===== src/pkg/srs_pkg.sv =====
// Constants, register map and state type of the system reset sequencer
package srs_pkg;
    // Register offsets
    localparam logic [3:0] SRS_ADDR_DBGCTL = 4'h0;
    localparam logic [3:0] SRS_ADDR_CFG = 4'h1;
    localparam logic [3:0] SRS_ADDR_CAUSE = 4'h2;
    localparam logic [3:0] SRS_ADDR_IRQ_STAT = 4'h3;
    localparam logic [3:0] SRS_ADDR_IRQ_MASK = 4'h4;
    // Field positions
    localparam int SRS_DBGCTL_RST_BIT = 0;
    localparam int SRS_CFG_WDT_RST_BIT = 0;
    localparam int SRS_CAUSE_POR_BIT = 7;
    localparam int SRS_CAUSE_BO_BIT = 6;
    localparam int SRS_CAUSE_WDT_BIT = 5;
    localparam int SRS_CAUSE_PIN_BIT = 4;
    localparam int SRS_CAUSE_DBGREQ_BIT = 3;
    localparam int SRS_CAUSE_STOPPIN_BIT = 2;
    localparam int SRS_CAUSE_DBGPIN_BIT = 1;
    localparam int SRS_IRQ_WDT_BIT = 0;
    localparam int SRS_IRQ_GLITCH_BIT = 1;
    localparam int SRS_IRQ_RELEASE_BIT = 2;
    // Reset values
    localparam logic [7:0] SRS_CFG_RST = 8'h01;
    localparam logic [7:0] SRS_MASK_RST = 8'h00;
    localparam logic [7:0] SRS_ZERO = 8'h00;
    // Timing
    localparam int SRS_CLK_MHZ = 250;
    localparam int SRS_POR_TIME_NS = 20000;
    localparam int SRS_POR_XTAL_TIME_NS = 400000;
    localparam int SRS_SYS_RST_TIME_NS = 40;
    localparam int SRS_POR_CYCLES = (SRS_POR_TIME_NS * SRS_CLK_MHZ + 999) / 1000;
    localparam int SRS_POR_XTAL_CYCLES = (SRS_POR_XTAL_TIME_NS * SRS_CLK_MHZ + 999) / 1000;
    localparam int SRS_SYS_RST_CYCLES = (SRS_SYS_RST_TIME_NS * SRS_CLK_MHZ + 999) / 1000;
    localparam int SRS_PIN_MIN_CYCLES = 3;
    // Sequencer states
    typedef enum logic [3:0] {
        SRS_ST_HOLD = 4'b0001,
        SRS_ST_POR = 4'b0010,
        SRS_ST_SYS = 4'b0100,
        SRS_ST_RUN = 4'b1000
    } srs_state_type;
endpackage


===== src/verilog/srs_pin_filter.sv =====
// Reset pin synchroniser and minimum-width filter
`timescale 1ns/1ps
module srs_pin_filter #(
    parameter int MIN_CYCLES = srs_pkg::SRS_PIN_MIN_CYCLES
) (
    // Clock and reset
    input wire logic clk_i,
    input wire logic rst_b_i,
    // Pin and control
    input wire logic pin_b_i,
    input wire logic enable_i,
    // Results
    output logic req_o,
    output logic glitch_o
);
    logic s1_r, s2_r;
    logic [3:0] cnt_r;

    // Two-flop synchroniser; only s2_r is looked at
    always_ff @(posedge clk_i) begin
        if (!rst_b_i) begin
            s1_r <= 1'b1;
            s2_r <= 1'b1;
        end else begin
            s1_r <= pin_b_i;
            s2_r <= s1_r;
        end
    end

    // Count low cycles; shorter pulses only raise a glitch event
    always_ff @(posedge clk_i) begin
        if (!rst_b_i || !enable_i) begin
            cnt_r <= 4'h0;
            req_o <= 1'b0;
            glitch_o <= 1'b0;
        end else if (!s2_r) begin
            if (cnt_r < 4'(MIN_CYCLES)) cnt_r <= cnt_r + 4'h1;
            req_o <= (cnt_r >= 4'(MIN_CYCLES - 1));
            glitch_o <= 1'b0;
        end else begin
            cnt_r <= 4'h0;
            req_o <= 1'b0;
            glitch_o <= (cnt_r != 4'h0) && (cnt_r < 4'(MIN_CYCLES));
        end
    end
endmodule // srs_pin_filter


===== src/verilog/srs_por_counter.sv =====
// Power-on delay counter with short and long timeouts
`timescale 1ns/1ps
module srs_por_counter #(
    parameter int SHORT_CYCLES = srs_pkg::SRS_POR_CYCLES,
    parameter int LONG_CYCLES = srs_pkg::SRS_POR_XTAL_CYCLES,
    parameter int W = 24
) (
    // Clock and reset
    input wire logic clk_i,
    input wire logic rst_b_i,
    // Control
    input wire logic run_i,
    input wire logic long_i,
    // Timeout reached, level while run_i stays high
    output logic done_o
);
    logic [W-1:0] cnt_r;
    logic [W-1:0] limit;

    // Crystal start-up needs the longer wait
    assign limit = long_i ? W'(LONG_CYCLES - 1) : W'(SHORT_CYCLES - 1);

    // Restart whenever run_i drops, so a dip restarts the full delay
    always_ff @(posedge clk_i) begin
        if (!rst_b_i || !run_i) begin
            cnt_r <= '0;
            done_o <= 1'b0;
        end else if (!done_o) begin
            cnt_r <= cnt_r + W'(1);
            done_o <= (cnt_r >= limit);
        end
    end
endmodule // srs_por_counter


===== src/verilog/srs_sequencer.sv =====
// System reset sequencer: source collection, delay, release, status
//
// Summary of operation
// - Ignore reset pin pulses under three clocks.
// - Watchdog timeout in reset mode resets system.
// - Debugger control bit resets all but debugger.
// - STOP mode uses analog-filtered reset pin.
// - Power-on delay starts after supply above threshold.
// - Hold reset until power-on counter expires.
// - Crystal enabled selects longer power-on timeout.
// - Release lets processor fetch reset vector first.
// - Power-on sets power-on cause flag.
//
// Design decisions made here: the register offsets and the address-and-strobe port.
`timescale 1ns/1ps
module srs_sequencer
    import srs_pkg::*;
#(
    parameter int POR_CYCLES = srs_pkg::SRS_POR_CYCLES,
    parameter int POR_XTAL_CYCLES = srs_pkg::SRS_POR_XTAL_CYCLES,
    parameter int SYS_CYCLES = srs_pkg::SRS_SYS_RST_CYCLES
) (
    // Clock and reset
    input wire logic CLK_I,
    input wire logic RST_B_I,
    // Supply monitor
    input wire logic SUPPLY_OK_I,
    input wire logic BROWNOUT_I,
    // Reset sources
    input wire logic WDT_TIMEOUT_I,
    input wire logic RESET_PIN_B_I,
    input wire logic STOP_PIN_FILT_B_I,
    input wire logic DEBUG_PIN_B_I,
    // Operating mode and option bits
    input wire logic STOP_MODE_I,
    input wire logic XTAL_EN_I,
    // Register port
    input wire logic [3:0] ADDR_I,
    input wire logic [7:0] WDATA_I,
    input wire logic WR_I,
    input wire logic RD_I,
    output logic [7:0] RDATA_O,
    // Reset and interrupt outputs
    output logic SYS_RST_B_O,
    output logic DEBUG_UNIT_RST_B_O,
    output logic FETCH_VECTOR_O,
    output logic IRQ_O
);
    srs_state_type state_r, state_nxt;

    logic pin_req, pin_glitch, por_done;
    logic stop_s1_r, stop_s2_r, dpin_s1_r, dpin_s2_r;
    logic [7:0] debugger_control_reg_r;
    logic [7:0] cfg_r;
    logic [7:0] reset_cause_reg_r, cause_set;
    logic [7:0] irq_stat_r, irq_mask_r, irq_set;
    logic [7:0] sys_cnt_r;
    logic supply_good;
    logic wdt_rst, wdt_irq, dbg_req, stop_pin_req, dbg_pin_req;
    logic any_src;
    logic wr_dbgctl, wr_cfg, wr_cause, wr_stat, wr_mask;

    // Supply must be above threshold and free of brownout
    assign supply_good = SUPPLY_OK_I && !BROWNOUT_I;

    // Watchdog steers to reset or to interrupt by configuration
    assign wdt_rst = WDT_TIMEOUT_I && cfg_r[SRS_CFG_WDT_RST_BIT];
    assign wdt_irq = WDT_TIMEOUT_I && !cfg_r[SRS_CFG_WDT_RST_BIT];

    // Debugger request bit stays set until the reset is taken
    assign dbg_req = debugger_control_reg_r[SRS_DBGCTL_RST_BIT];

    // STOP-mode sources come from the analog filter and the debug pin
    assign stop_pin_req = STOP_MODE_I && !stop_s2_r;
    assign dbg_pin_req = STOP_MODE_I && !dpin_s2_r;

    // Any non-power source that asks for a system reset
    assign any_src = wdt_rst || pin_req || dbg_req || stop_pin_req || dbg_pin_req;

    // Register write decode
    assign wr_dbgctl = WR_I && (ADDR_I == SRS_ADDR_DBGCTL);
    assign wr_cfg = WR_I && (ADDR_I == SRS_ADDR_CFG);
    assign wr_cause = WR_I && (ADDR_I == SRS_ADDR_CAUSE);
    assign wr_stat = WR_I && (ADDR_I == SRS_ADDR_IRQ_STAT);
    assign wr_mask = WR_I && (ADDR_I == SRS_ADDR_IRQ_MASK);

    // Digital filter on the pin, active outside STOP mode
    srs_pin_filter #(
        .MIN_CYCLES(SRS_PIN_MIN_CYCLES)
    ) u_pin_filter (
        .clk_i(CLK_I),
        .rst_b_i(RST_B_I),
        .pin_b_i(RESET_PIN_B_I),
        .enable_i(!STOP_MODE_I),
        .req_o(pin_req),
        .glitch_o(pin_glitch)
    );

    // Power-on delay counter runs only in the power-on state
    srs_por_counter #(
        .SHORT_CYCLES(POR_CYCLES),
        .LONG_CYCLES(POR_XTAL_CYCLES),
        .W(24)
    ) u_por_counter (
        .clk_i(CLK_I),
        .rst_b_i(RST_B_I),
        .run_i(state_r == SRS_ST_POR && supply_good),
        .long_i(XTAL_EN_I),
        .done_o(por_done)
    );

    // Synchronisers for the STOP-mode pins
    always_ff @(posedge CLK_I) begin
        if (!RST_B_I) begin
            stop_s1_r <= 1'b1;
            stop_s2_r <= 1'b1;
            dpin_s1_r <= 1'b1;
            dpin_s2_r <= 1'b1;
        end else begin
            stop_s1_r <= STOP_PIN_FILT_B_I;
            stop_s2_r <= stop_s1_r;
            dpin_s1_r <= DEBUG_PIN_B_I;
            dpin_s2_r <= dpin_s1_r;
        end
    end

    // Next-state logic; supply loss always wins over other sources
    always_comb begin
        state_nxt = state_r;
        unique case (state_r)
            SRS_ST_HOLD: begin
                if (supply_good) state_nxt = SRS_ST_POR;
            end
            SRS_ST_POR: begin
                if (!supply_good) state_nxt = SRS_ST_HOLD;
                else if (por_done) state_nxt = SRS_ST_RUN;
            end
            SRS_ST_SYS: begin
                if (!supply_good) state_nxt = SRS_ST_HOLD;
                else if (sys_cnt_r == 8'h00 && !any_src) state_nxt = SRS_ST_RUN;
            end
            SRS_ST_RUN: begin
                if (!supply_good) state_nxt = SRS_ST_HOLD;
                else if (any_src) state_nxt = SRS_ST_SYS;
            end
            default: state_nxt = SRS_ST_HOLD;
        endcase
    end

    // State register
    always_ff @(posedge CLK_I) begin
        if (!RST_B_I) state_r <= SRS_ST_HOLD;
        else state_r <= state_nxt;
    end

    // Minimum system reset width; reloads while a source persists
    always_ff @(posedge CLK_I) begin
        if (!RST_B_I) begin
            sys_cnt_r <= 8'h00;
        end else if (state_nxt == SRS_ST_SYS && (state_r != SRS_ST_SYS || any_src)) begin
            sys_cnt_r <= 8'(SYS_CYCLES - 1);
        end else if (sys_cnt_r != 8'h00) begin
            sys_cnt_r <= sys_cnt_r - 8'h01;
        end
    end

    // Reset outputs, all registered and released on a clock edge
    always_ff @(posedge CLK_I) begin
        if (!RST_B_I) begin
            SYS_RST_B_O <= 1'b0;
            DEBUG_UNIT_RST_B_O <= 1'b0;
            FETCH_VECTOR_O <= 1'b0;
        end else begin
            SYS_RST_B_O <= (state_nxt == SRS_ST_RUN);
            // Debug unit only sees power-type resets
            DEBUG_UNIT_RST_B_O <= (state_nxt == SRS_ST_SYS) ||
                                  (state_nxt == SRS_ST_RUN);
            FETCH_VECTOR_O <= (state_nxt == SRS_ST_RUN) &&
                              (state_r != SRS_ST_RUN);
        end
    end

    // Debugger control register survives system resets by design
    always_ff @(posedge CLK_I) begin
        if (!RST_B_I) begin
            debugger_control_reg_r <= SRS_ZERO;
        end else if (state_r == SRS_ST_HOLD) begin
            debugger_control_reg_r <= SRS_ZERO;
        end else if (wr_dbgctl) begin
            debugger_control_reg_r <= WDATA_I;
        end else if (state_r == SRS_ST_SYS && dbg_req) begin
            // Request consumed once the reset is under way
            debugger_control_reg_r[SRS_DBGCTL_RST_BIT] <= 1'b0;
        end
    end

    // Configuration register
    always_ff @(posedge CLK_I) begin
        if (!RST_B_I) cfg_r <= SRS_CFG_RST;
        else if (wr_cfg) cfg_r <= WDATA_I;
    end

    // Cause bits latched as each reset is entered, the power-on bit when its delay ends
    always_comb begin
        cause_set = SRS_ZERO;
        cause_set[SRS_CAUSE_POR_BIT] = (state_r == SRS_ST_POR) && (state_nxt == SRS_ST_RUN);
        cause_set[SRS_CAUSE_BO_BIT] = (state_r != SRS_ST_HOLD) && (state_nxt == SRS_ST_HOLD);
        if (state_r == SRS_ST_RUN && state_nxt == SRS_ST_SYS) begin
            cause_set[SRS_CAUSE_WDT_BIT] = wdt_rst;
            cause_set[SRS_CAUSE_PIN_BIT] = pin_req;
            cause_set[SRS_CAUSE_DBGREQ_BIT] = dbg_req;
            cause_set[SRS_CAUSE_STOPPIN_BIT] = stop_pin_req;
            cause_set[SRS_CAUSE_DBGPIN_BIT] = dbg_pin_req;
        end
    end

    // Reset cause register: write one to clear, a new cause wins
    always_ff @(posedge CLK_I) begin
        if (!RST_B_I) begin
            reset_cause_reg_r <= SRS_ZERO;
        end else begin
            reset_cause_reg_r <= (reset_cause_reg_r & ~(wr_cause ? WDATA_I : SRS_ZERO))
                                 | cause_set;
        end
    end

    // Interrupt events
    always_comb begin
        irq_set = SRS_ZERO;
        irq_set[SRS_IRQ_WDT_BIT] = wdt_irq && (state_r == SRS_ST_RUN);
        irq_set[SRS_IRQ_GLITCH_BIT] = pin_glitch;
        irq_set[SRS_IRQ_RELEASE_BIT] = (state_nxt == SRS_ST_RUN) && (state_r != SRS_ST_RUN);
    end

    // Sticky status, set wins over a write-one clear
    always_ff @(posedge CLK_I) begin
        if (!RST_B_I) begin
            irq_stat_r <= SRS_ZERO;
        end else begin
            irq_stat_r <= (irq_stat_r & ~(wr_stat ? WDATA_I : SRS_ZERO)) | irq_set;
        end
    end

    // Interrupt mask
    always_ff @(posedge CLK_I) begin
        if (!RST_B_I) irq_mask_r <= SRS_MASK_RST;
        else if (wr_mask) irq_mask_r <= WDATA_I;
    end

    // Level interrupt, one cycle behind the status bits
    always_ff @(posedge CLK_I) begin
        if (!RST_B_I) IRQ_O <= 1'b0;
        else IRQ_O <= |(irq_stat_r & irq_mask_r);
    end

    // Read data valid only in the cycle after the strobe
    always_ff @(posedge CLK_I) begin
        if (!RST_B_I || !RD_I) begin
            RDATA_O <= SRS_ZERO;
        end else begin
            unique case (ADDR_I)
                SRS_ADDR_DBGCTL: RDATA_O <= debugger_control_reg_r;
                SRS_ADDR_CFG: RDATA_O <= cfg_r;
                SRS_ADDR_CAUSE: RDATA_O <= reset_cause_reg_r;
                SRS_ADDR_IRQ_STAT: RDATA_O <= irq_stat_r;
                SRS_ADDR_IRQ_MASK: RDATA_O <= irq_mask_r;
                default: RDATA_O <= SRS_ZERO;
            endcase
        end
    end
endmodule // srs_sequencer


===== config.mk =====
export PLATFORM = sky130hd
export DESIGN_NAME = srs_sequencer
export DESIGN_NICKNAME = d
export VERILOG_FILES = /design/src/pkg/srs_pkg.sv /design/src/verilog/srs_pin_filter.sv /design/src/verilog/srs_por_counter.sv /design/src/verilog/srs_sequencer.sv
export SDC_FILE = /design/constraint.sdc
export NUM_CORES = 1
export LEC_CHECK = 0
export BUFFER_PORTS_ARGS = -buffer_cell sky130_fd_sc_hd__buf_2
export CORE_ASPECT_RATIO = 1.5
export CORE_UTILIZATION = 38
export CTS_CLUSTER_DIAMETER = 150
export DETAILED_ROUTE_END_ITERATION = 10
export HOLD_SLACK_MARGIN = 0.02
export PLACE_DENSITY_LB_ADDON = 0.25
export SYNTH_ARGS = -nofsm -noshare
export SYNTH_HDL_FRONTEND = slang
export SYNTH_SLANG_ARGS = --single-unit

===== constraint.sdc =====
create_clock -name CLK_I -period 1.6 [get_ports CLK_I]
set_input_delay 0.24 -clock CLK_I [delete_from_list [all_inputs] [get_ports CLK_I]]
set_output_delay 0.24 -clock CLK_I [all_outputs]
set_load 0.02 [all_outputs]

Word-level counts from Yosys, hierarchy flattened
Cells that the tools add are included.
{"block": "word_totals", "ff_bits": 101, "inputBits": 24, "output_inout_bits": 12, "word_cells": 120}
{"block": "op_classes", "addsub": 3, "magnitude_cmp": 3, "n_eq_ne": 14, "n_mux": 18, "bitwise_logic": 9, "reduce_logical": 48}
{"op": "case mux 8 bit (5 select lines)", "count": 1}
{"op": "two-way mux 4 bit", "count": 9}
{"op": "adder 24 x 1 -> 24 bit (second input constant)", "count": 1}
{"op": "bitwise AND 8 bit", "count": 3}
{"op": ">= comparator 24 bit", "count": 1}
{"op": "logical AND 1 bit", "count": 20}
{"op": "two-way mux 17 bit", "count": 1}
{"op": "two-way mux 8 bit", "count": 2}
{"op": "inverter 8 bit", "count": 2}
{"op": "case mux 4 bit (4 select lines)", "count": 1}
{"op": "equality test 4 x 1 -> 1 bit (second input constant)", "count": 3}
{"op": "equality test 4 x 2 -> 1 bit (second input constant)", "count": 3}
{"op": "equality test 4 x 3 -> 1 bit (second input constant)", "count": 3}
{"op": "logical OR 1 bit", "count": 9}
{"op": "equality test 4 bit (second input constant)", "count": 2}
{"op": "zero test 1 bit", "count": 8}
{"op": "zero test 8 bit", "count": 1}
{"op": "OR 8 x 3 -> 8 bit", "count": 1}
{"op": "OR 8 bit", "count": 1}
{"op": "nonzero test 8 bit", "count": 1}
{"op": "OR reduction 2 bit", "count": 4}
{"op": "OR reduction 8 bit", "count": 1}
{"op": "subtractor 8 x 1 -> 8 bit (second input constant)", "count": 1}
{"op": "two-way mux 5 bit", "count": 1}
{"op": "11 further kinds", "count": 15}

Depth between registers and ports, before layout
{"block": "depth", "word_depth": 14, "mapped_depth": 8, "mapped_depth_nobuf": 7}

Cells and area by module
Synthesis repeated with hierarchy kept, for this count alone.
{"block": "unflattened", "cells_unflattened": 498, "hier_area_um2": 4508.1}
{"module": "srs_sequencer", "n_inst": 1, "cells_per_inst": 317, "area_per_inst_um2": 2852.7, "seq_area_each_um2": 1361.3}
{"module": "srs_por_counter", "n_inst": 1, "cells_per_inst": 151, "area_per_inst_um2": 1347.5, "seq_area_each_um2": 500.5}
{"module": "srs_pin_filter", "n_inst": 1, "cells_per_inst": 30, "area_per_inst_um2": 307.8, "seq_area_each_um2": 160.2}

Worst setup path after synthesis
No wires, ideal clock.
{"block": "synth_timing", "path_kind": "flip-flop to flip-flop", "start": "register sys_cnt_r[2]", "end": "register sys_cnt_r[3]", "setup_time_ns": 0.132, "arrival_ns": 1.404, "setup_slack_ns": 0.064, "path_stages_with_launch": 6, "period_less_slack_ns": 1.536, "cell_sequence": "dfxtp_1 nor4_1 nand2_1 nand2_1 xor2_1 a21oi_1"}
{"block": "synth_via", "elab_chain_cells": 8, "elab_cells_between_ends": 12, "classes_between": "add/sub: 1; eq/ne: 1; mux: 5; reduce/logical: 5"}
{"item": "start: declaration", "line_no": "srs_sequencer.sv:57", "source": "logic [7:0] sys_cnt_r;"}
{"item": "start signal: assignment", "line_no": "srs_sequencer.sv:161", "source": "sys_cnt_r <= 8'(SYS_CYCLES - 1);"}
{"item": "start signal: assignment", "line_no": "srs_sequencer.sv:163", "source": "sys_cnt_r <= sys_cnt_r - 8'h01;"}
{"item": "zero test 8 bit", "line_no": "srs_sequencer.sv:140", "source": "else if (sys_cnt_r == 8'h00 && !any_src) state_nxt = SRS_ST_RUN;"}
{"item": "logical AND 1 bit", "line_no": "srs_sequencer.sv:140"}
{"item": "two-way mux 4 bit", "line_no": "srs_sequencer.sv:140"}
{"item": "two-way mux 4 bit", "line_no": "srs_sequencer.sv:139", "source": "if (!supply_good) state_nxt = SRS_ST_HOLD;"}
{"item": "case mux 4 bit (4 select lines)", "line_no": "srs_sequencer.sv:130", "source": "unique case (state_r)"}
{"item": "equality test 4 x 3 -> 1 bit", "line_no": "srs_sequencer.sv:160", "source": "end else if (state_nxt == SRS_ST_SYS && (state_r != SRS_ST_SYS || any_src)) begin"}
{"item": "logical AND 1 bit", "line_no": "srs_sequencer.sv:160"}
{"item": "two-way mux 4 bit or nonzero test 2 bit (tied branches)"}
Several ways; a longest one is shown, not always the timed one. The select of a mux whose other input is x is not followed.
A chain may end at the register's enable or synchronous reset.

Worst setup path in the final report
{"block": "layout_timing", "start": "register u_por_counter.cnt_r[12]", "end": "register u_por_counter.done_o"}
{"block": "layout_via", "elab_chain_cells": 2}
{"item": "start: declaration", "line_no": "srs_por_counter.sv:17", "source": "logic [W-1:0] cnt_r;"}
{"item": "start signal: assignment", "line_no": "srs_por_counter.sv:29", "source": "cnt_r <= cnt_r + W'(1);"}
{"item": ">= comparator 24 bit", "line_no": "srs_por_counter.sv:30", "source": "done_o <= (cnt_r >= limit);"}
{"item": "two-way mux 1 bit", "line_no": "srs_por_counter.sv:28", "source": "end else if (!done_o) begin"}
{"item": "end signal: assignment", "line_no": "srs_por_counter.sv:30"}
{"item": "end: declaration", "line_no": "srs_por_counter.sv:15", "source": "output logic done_o"}
Every way passes these cells.

==> run summary <==
The run finished with clean final reports. The first TritonRoute pass finished after 5 iterations. The global-route congestion overflow total was 0. Once routing completed, OpenROAD measured the worst setup slack at 0.0708 ns. In this run the core area contains 47 standard-cell rows. Sequential elements use 46.9% of the synthesized area. For the pin with the worst max-slew slack, the measured transition is 0.450 ns. Port buffer count: 35. The tools report the met3 track demand over resource in global routing as 3.18%.

The repair_antennas step left the layout with diodes totalling 0. The run gives 33.2% as the met2 usage. For this run, the post-layout net count is 590. In this run the worst path has a maximum fanout of 3.

For this run, the number of Yosys warnings is 0. In this run the worst hold path is classified as in -> reg. TritonCTS built the clock tree. The detail route stage leaves a number of antenna-violating nets equal to 0.

The logs give 527 for the number of nets produced by synthesis and -0.171 ns for the worst slack at placement. Dividing total power by cell area gives a power density of 1090 nW/µm². The busiest layer in global routing is met2. From bottom edge to top edge, the die measures 132 µm. Timing would allow up to 0.654 GHz. The DRC marker count from the first detailed-route iteration was 195. The worst setup path is captured at a flip-flop.

The final count of hold timing violations was 0; the initial core utilization was 39.0%. For the synthesized instance count, the log shows 490. For the via count of the first global-routing pass, the log shows 3660.

The die footprint is 11800 µm². The register bit count reported by yosys was 101. The overall routing resource usage is 19.0%.

On the final layout, the worst clock skew is 0.00464 ns. For the worst-skew pair, the clock arrives at the later sink with an insertion delay of 0.34 ns. Counting the fill cells in the layout gives 1132.

Leaving out fill and tap cells, the most frequent cells in the layout are 100 x sky130_fd_sc_hd__dfxtp_1, 60 x sky130_fd_sc_hd__nand2_1, 54 x sky130_fd_sc_hd__a21oi_1, 42 x sky130_fd_sc_hd__nor2_1, 40 x sky130_fd_sc_hd__nand3_1. The worst path uses 95.6% of the clock period. Number of buffers created by CTS: 9.

The post-synthesis async set-or-reset flop share is 0%, and the number of pins with negative max-slew slack in the final report is 0. The area inside the core boundary was 11100 µm². The first-pass GRT wire length is 17300 µm, and the CTS H-tree depth is 3. Number of DRC violations after detailed routing: 0. The vias after detailed routing came out at 3749. For the headroom to the max-slew limit, the log shows 69.8%. The time the worst path needs with I/O delays and setup came out at 1.53 ns. Number of clock sinks: 101.

The worst path arrival time is 1.75 ns, and the detailed-route wire length is 10600 µm. Cells with a size suffix above 1 make up 18.9% of the layout. The post-detailed-route wirelength per cell was 15.0 µm. The hold buffer count at cts was 0; the horizontal extent of the die was 89 µm. Leaving out fill and tap cells, the most frequent cell in the layout is sky130_fd_sc_hd__dfxtp_1. The logs give 36 for the number of ports placed on the die boundary and 0 for the final setup violation count. Setup repair after global routing could not meet its margin everywhere. After detailed routing, the number of vias per cell comes to 5.33. STA classifies the critical path startpoint as a flip-flop.

The analysis attributes to cell leakage a power of 1.93 nW. After legalization and detailed placement, the total HPWL measured 7830 µm. Across the run, the number of max-cap violations was 0. Counting along the longest clock path gives a buffer depth of 2. Most frequently used flop master after synthesis: sky130_fd_sc_hd__dfxtp_1. Routing usage on met1: 21.4%.

The congestion estimate from routability-driven global placement came to 0.835. The synthesized design contains 0 enable-type register cells. After clock tree synthesis, the clock-pin slew on the worst setup and hold paths is 0.07 ns. Entering global routing, the biggest net connects 26 pins. Each instance of the synthesized netlist takes up on average 8.80 µm². IR analysis of the VDD net gives a maximum drop of 0.000550 V. The run gives 0 ns as the post-route setup TNS. For flop-to-flop paths, the worst setup slack is 0.07 ns. The synthesized netlist occupies a cell area of 4310 µm². Path type of the worst setup path: reg -> reg. STA puts the critical path data required time at 1.82 ns. The tree is rooted in a sky130_fd_sc_hd__clkbuf_16. The initial antenna violation count is 0, and the number of library cell types mapped by synthesis is 49. Relative to the synthesized area, the layout overhead comes to 21.5%.
-- what timing repair did --
| item | in CTS | in global routing |
|---|---|---|
| endpoints found under the setup margin | 1 | 14 |
| setup buffers | 0 | 0 |
| gates resized for setup | 3 | 12 |
-- state kept, by name (all words and copies together) (netlist names), 4 cells and up --
| register | count |
|---|---|
| u_pin_filter.cnt_r | 4 |
| u_por_counter.cnt_r | 24 |
| reset_cause_reg_r | 8 |
| cfg_r | 8 |
| sys_cnt_r | 8 |
| state_r | 4 |
| debugger_control_reg_r | 8 |
| irq_mask_r | 8 |
| RDATA_O | 8 |
| irq_stat_r | 8 |
-- final timing paths --
path,start,endpoint,cells after the start
setup / recovery,u_por_counter.cnt_r[12],u_por_counter.done_o,7
hold / removal,RESET_PIN_B_I,u_pin_filter.s1_r,2
setup reg to reg,u_por_counter.cnt_r[12],u_por_counter.done_o,7
hold reg to reg,dpin_s1_r,dpin_s2_r,1
-- report_power, final --
part | switching (W) | internal, W | leakage [nW] | total, W
clock network | 0.000911 | 0.00123 | 0.136 | 0.00215
registers | 0.0000855 | 0.00262 | 0.818 | 0.00271
logic | 0.000446 | 0.000392 | 0.972 | 0.000838
total | 0.00144 | 0.00425 | 1.93 | 0.00569
-- per-stage QoR --
| step | instance area (µm²) | instances | hold slack, ns | power (W) | util, % |
|---|---|---|---|---|---|
| after floorplan | 4310 | 490 | 0.327 | 0.00329 | - |
| after global placement | 4880 | 689 | 0.388 | 0.00358 | 44.1 |
| after detailed placement | 4880 | 689 | 0.396 | 0.00360 | 44.1 |
| after CTS | 5180 | 703 | 0.0667 | 0.00575 | 46.9 |
| after global routing | 5240 | 703 | 0.0836 | 0.00596 | 47.4 |
| final | 5240 | 703 | 0.0770 | 0.00569 | 47.4 |
-- layer usage --
layer / part of all wire (%) / vias up
li1: - / 1859
met1: 40 / 1770
met2: 53 / 92
met3: 3.6 / 28
met4: 3.7 / 0
met5: 0 / -
-- cell families after synthesis --
family,after synthesis,synth area share [%]
simple gates,214,25.8
flops,101,46.9
compound gates,99,14.4
buf+inv,34,3.25
xor+xnor,27,5.48
fa+ha+maj,13,3.77
mux,2,0.464
-- cells in the mapped netlist (all sizes together), types with 4 or more instances --
master  number  area (µm²)
a21oi       54         270
a222oi       8        80.1
a22oi       12        90.1
and2         6        37.5
and3         4        25.0
buf          8        41.3
clkbuf      13        50.0
dfxtp      101        2020
ha          13         163
inv         13        48.8
nand2       60         225
nand2b      10        62.6
nand3       42         210
nand4        4        31.3
nor2        42         158
nor2b        4        25.0
nor3        14        70.1
nor4         8        56.3
nor4b        6        97.6
o21ai       10        50.0
or3          4        25.0
xnor2       18         158
xor2         9        78.8
-- worst max-delay path, cell delays in order, from the launching register on --
cell and delay, ns:
sky130_fd_sc_hd__dfxtp_1 0.31, sky130_fd_sc_hd__buf_4 0.15, sky130_fd_sc_hd__ha_1 0.17, sky130_fd_sc_hd__o31a_1 0.23, sky130_fd_sc_hd__o21ai_1 0.15, sky130_fd_sc_hd__nand3_2 0.11
sky130_fd_sc_hd__nor4_4 0.19, sky130_fd_sc_hd__a21oi_1 0.10
-- area by class of cell --
| type | instances | area (µm²) | share of cell area [%] |
|---|---|---|---|
| repair buffers | 73 | 473 | 9.02 |
| multi-input cells | 355 | 2220 | 42.4 |
| well taps | 147 | 184 | 3.51 |
| clock inverters | 4 | 50.0 | 0.955 |
| clock buffers | 10 | 239 | 4.56 |
| inverters | 13 | 48.8 | 0.931 |
| flip-flops and latches | 101 | 2020 | 38.6 |
(Power assumes the default switching activity.)
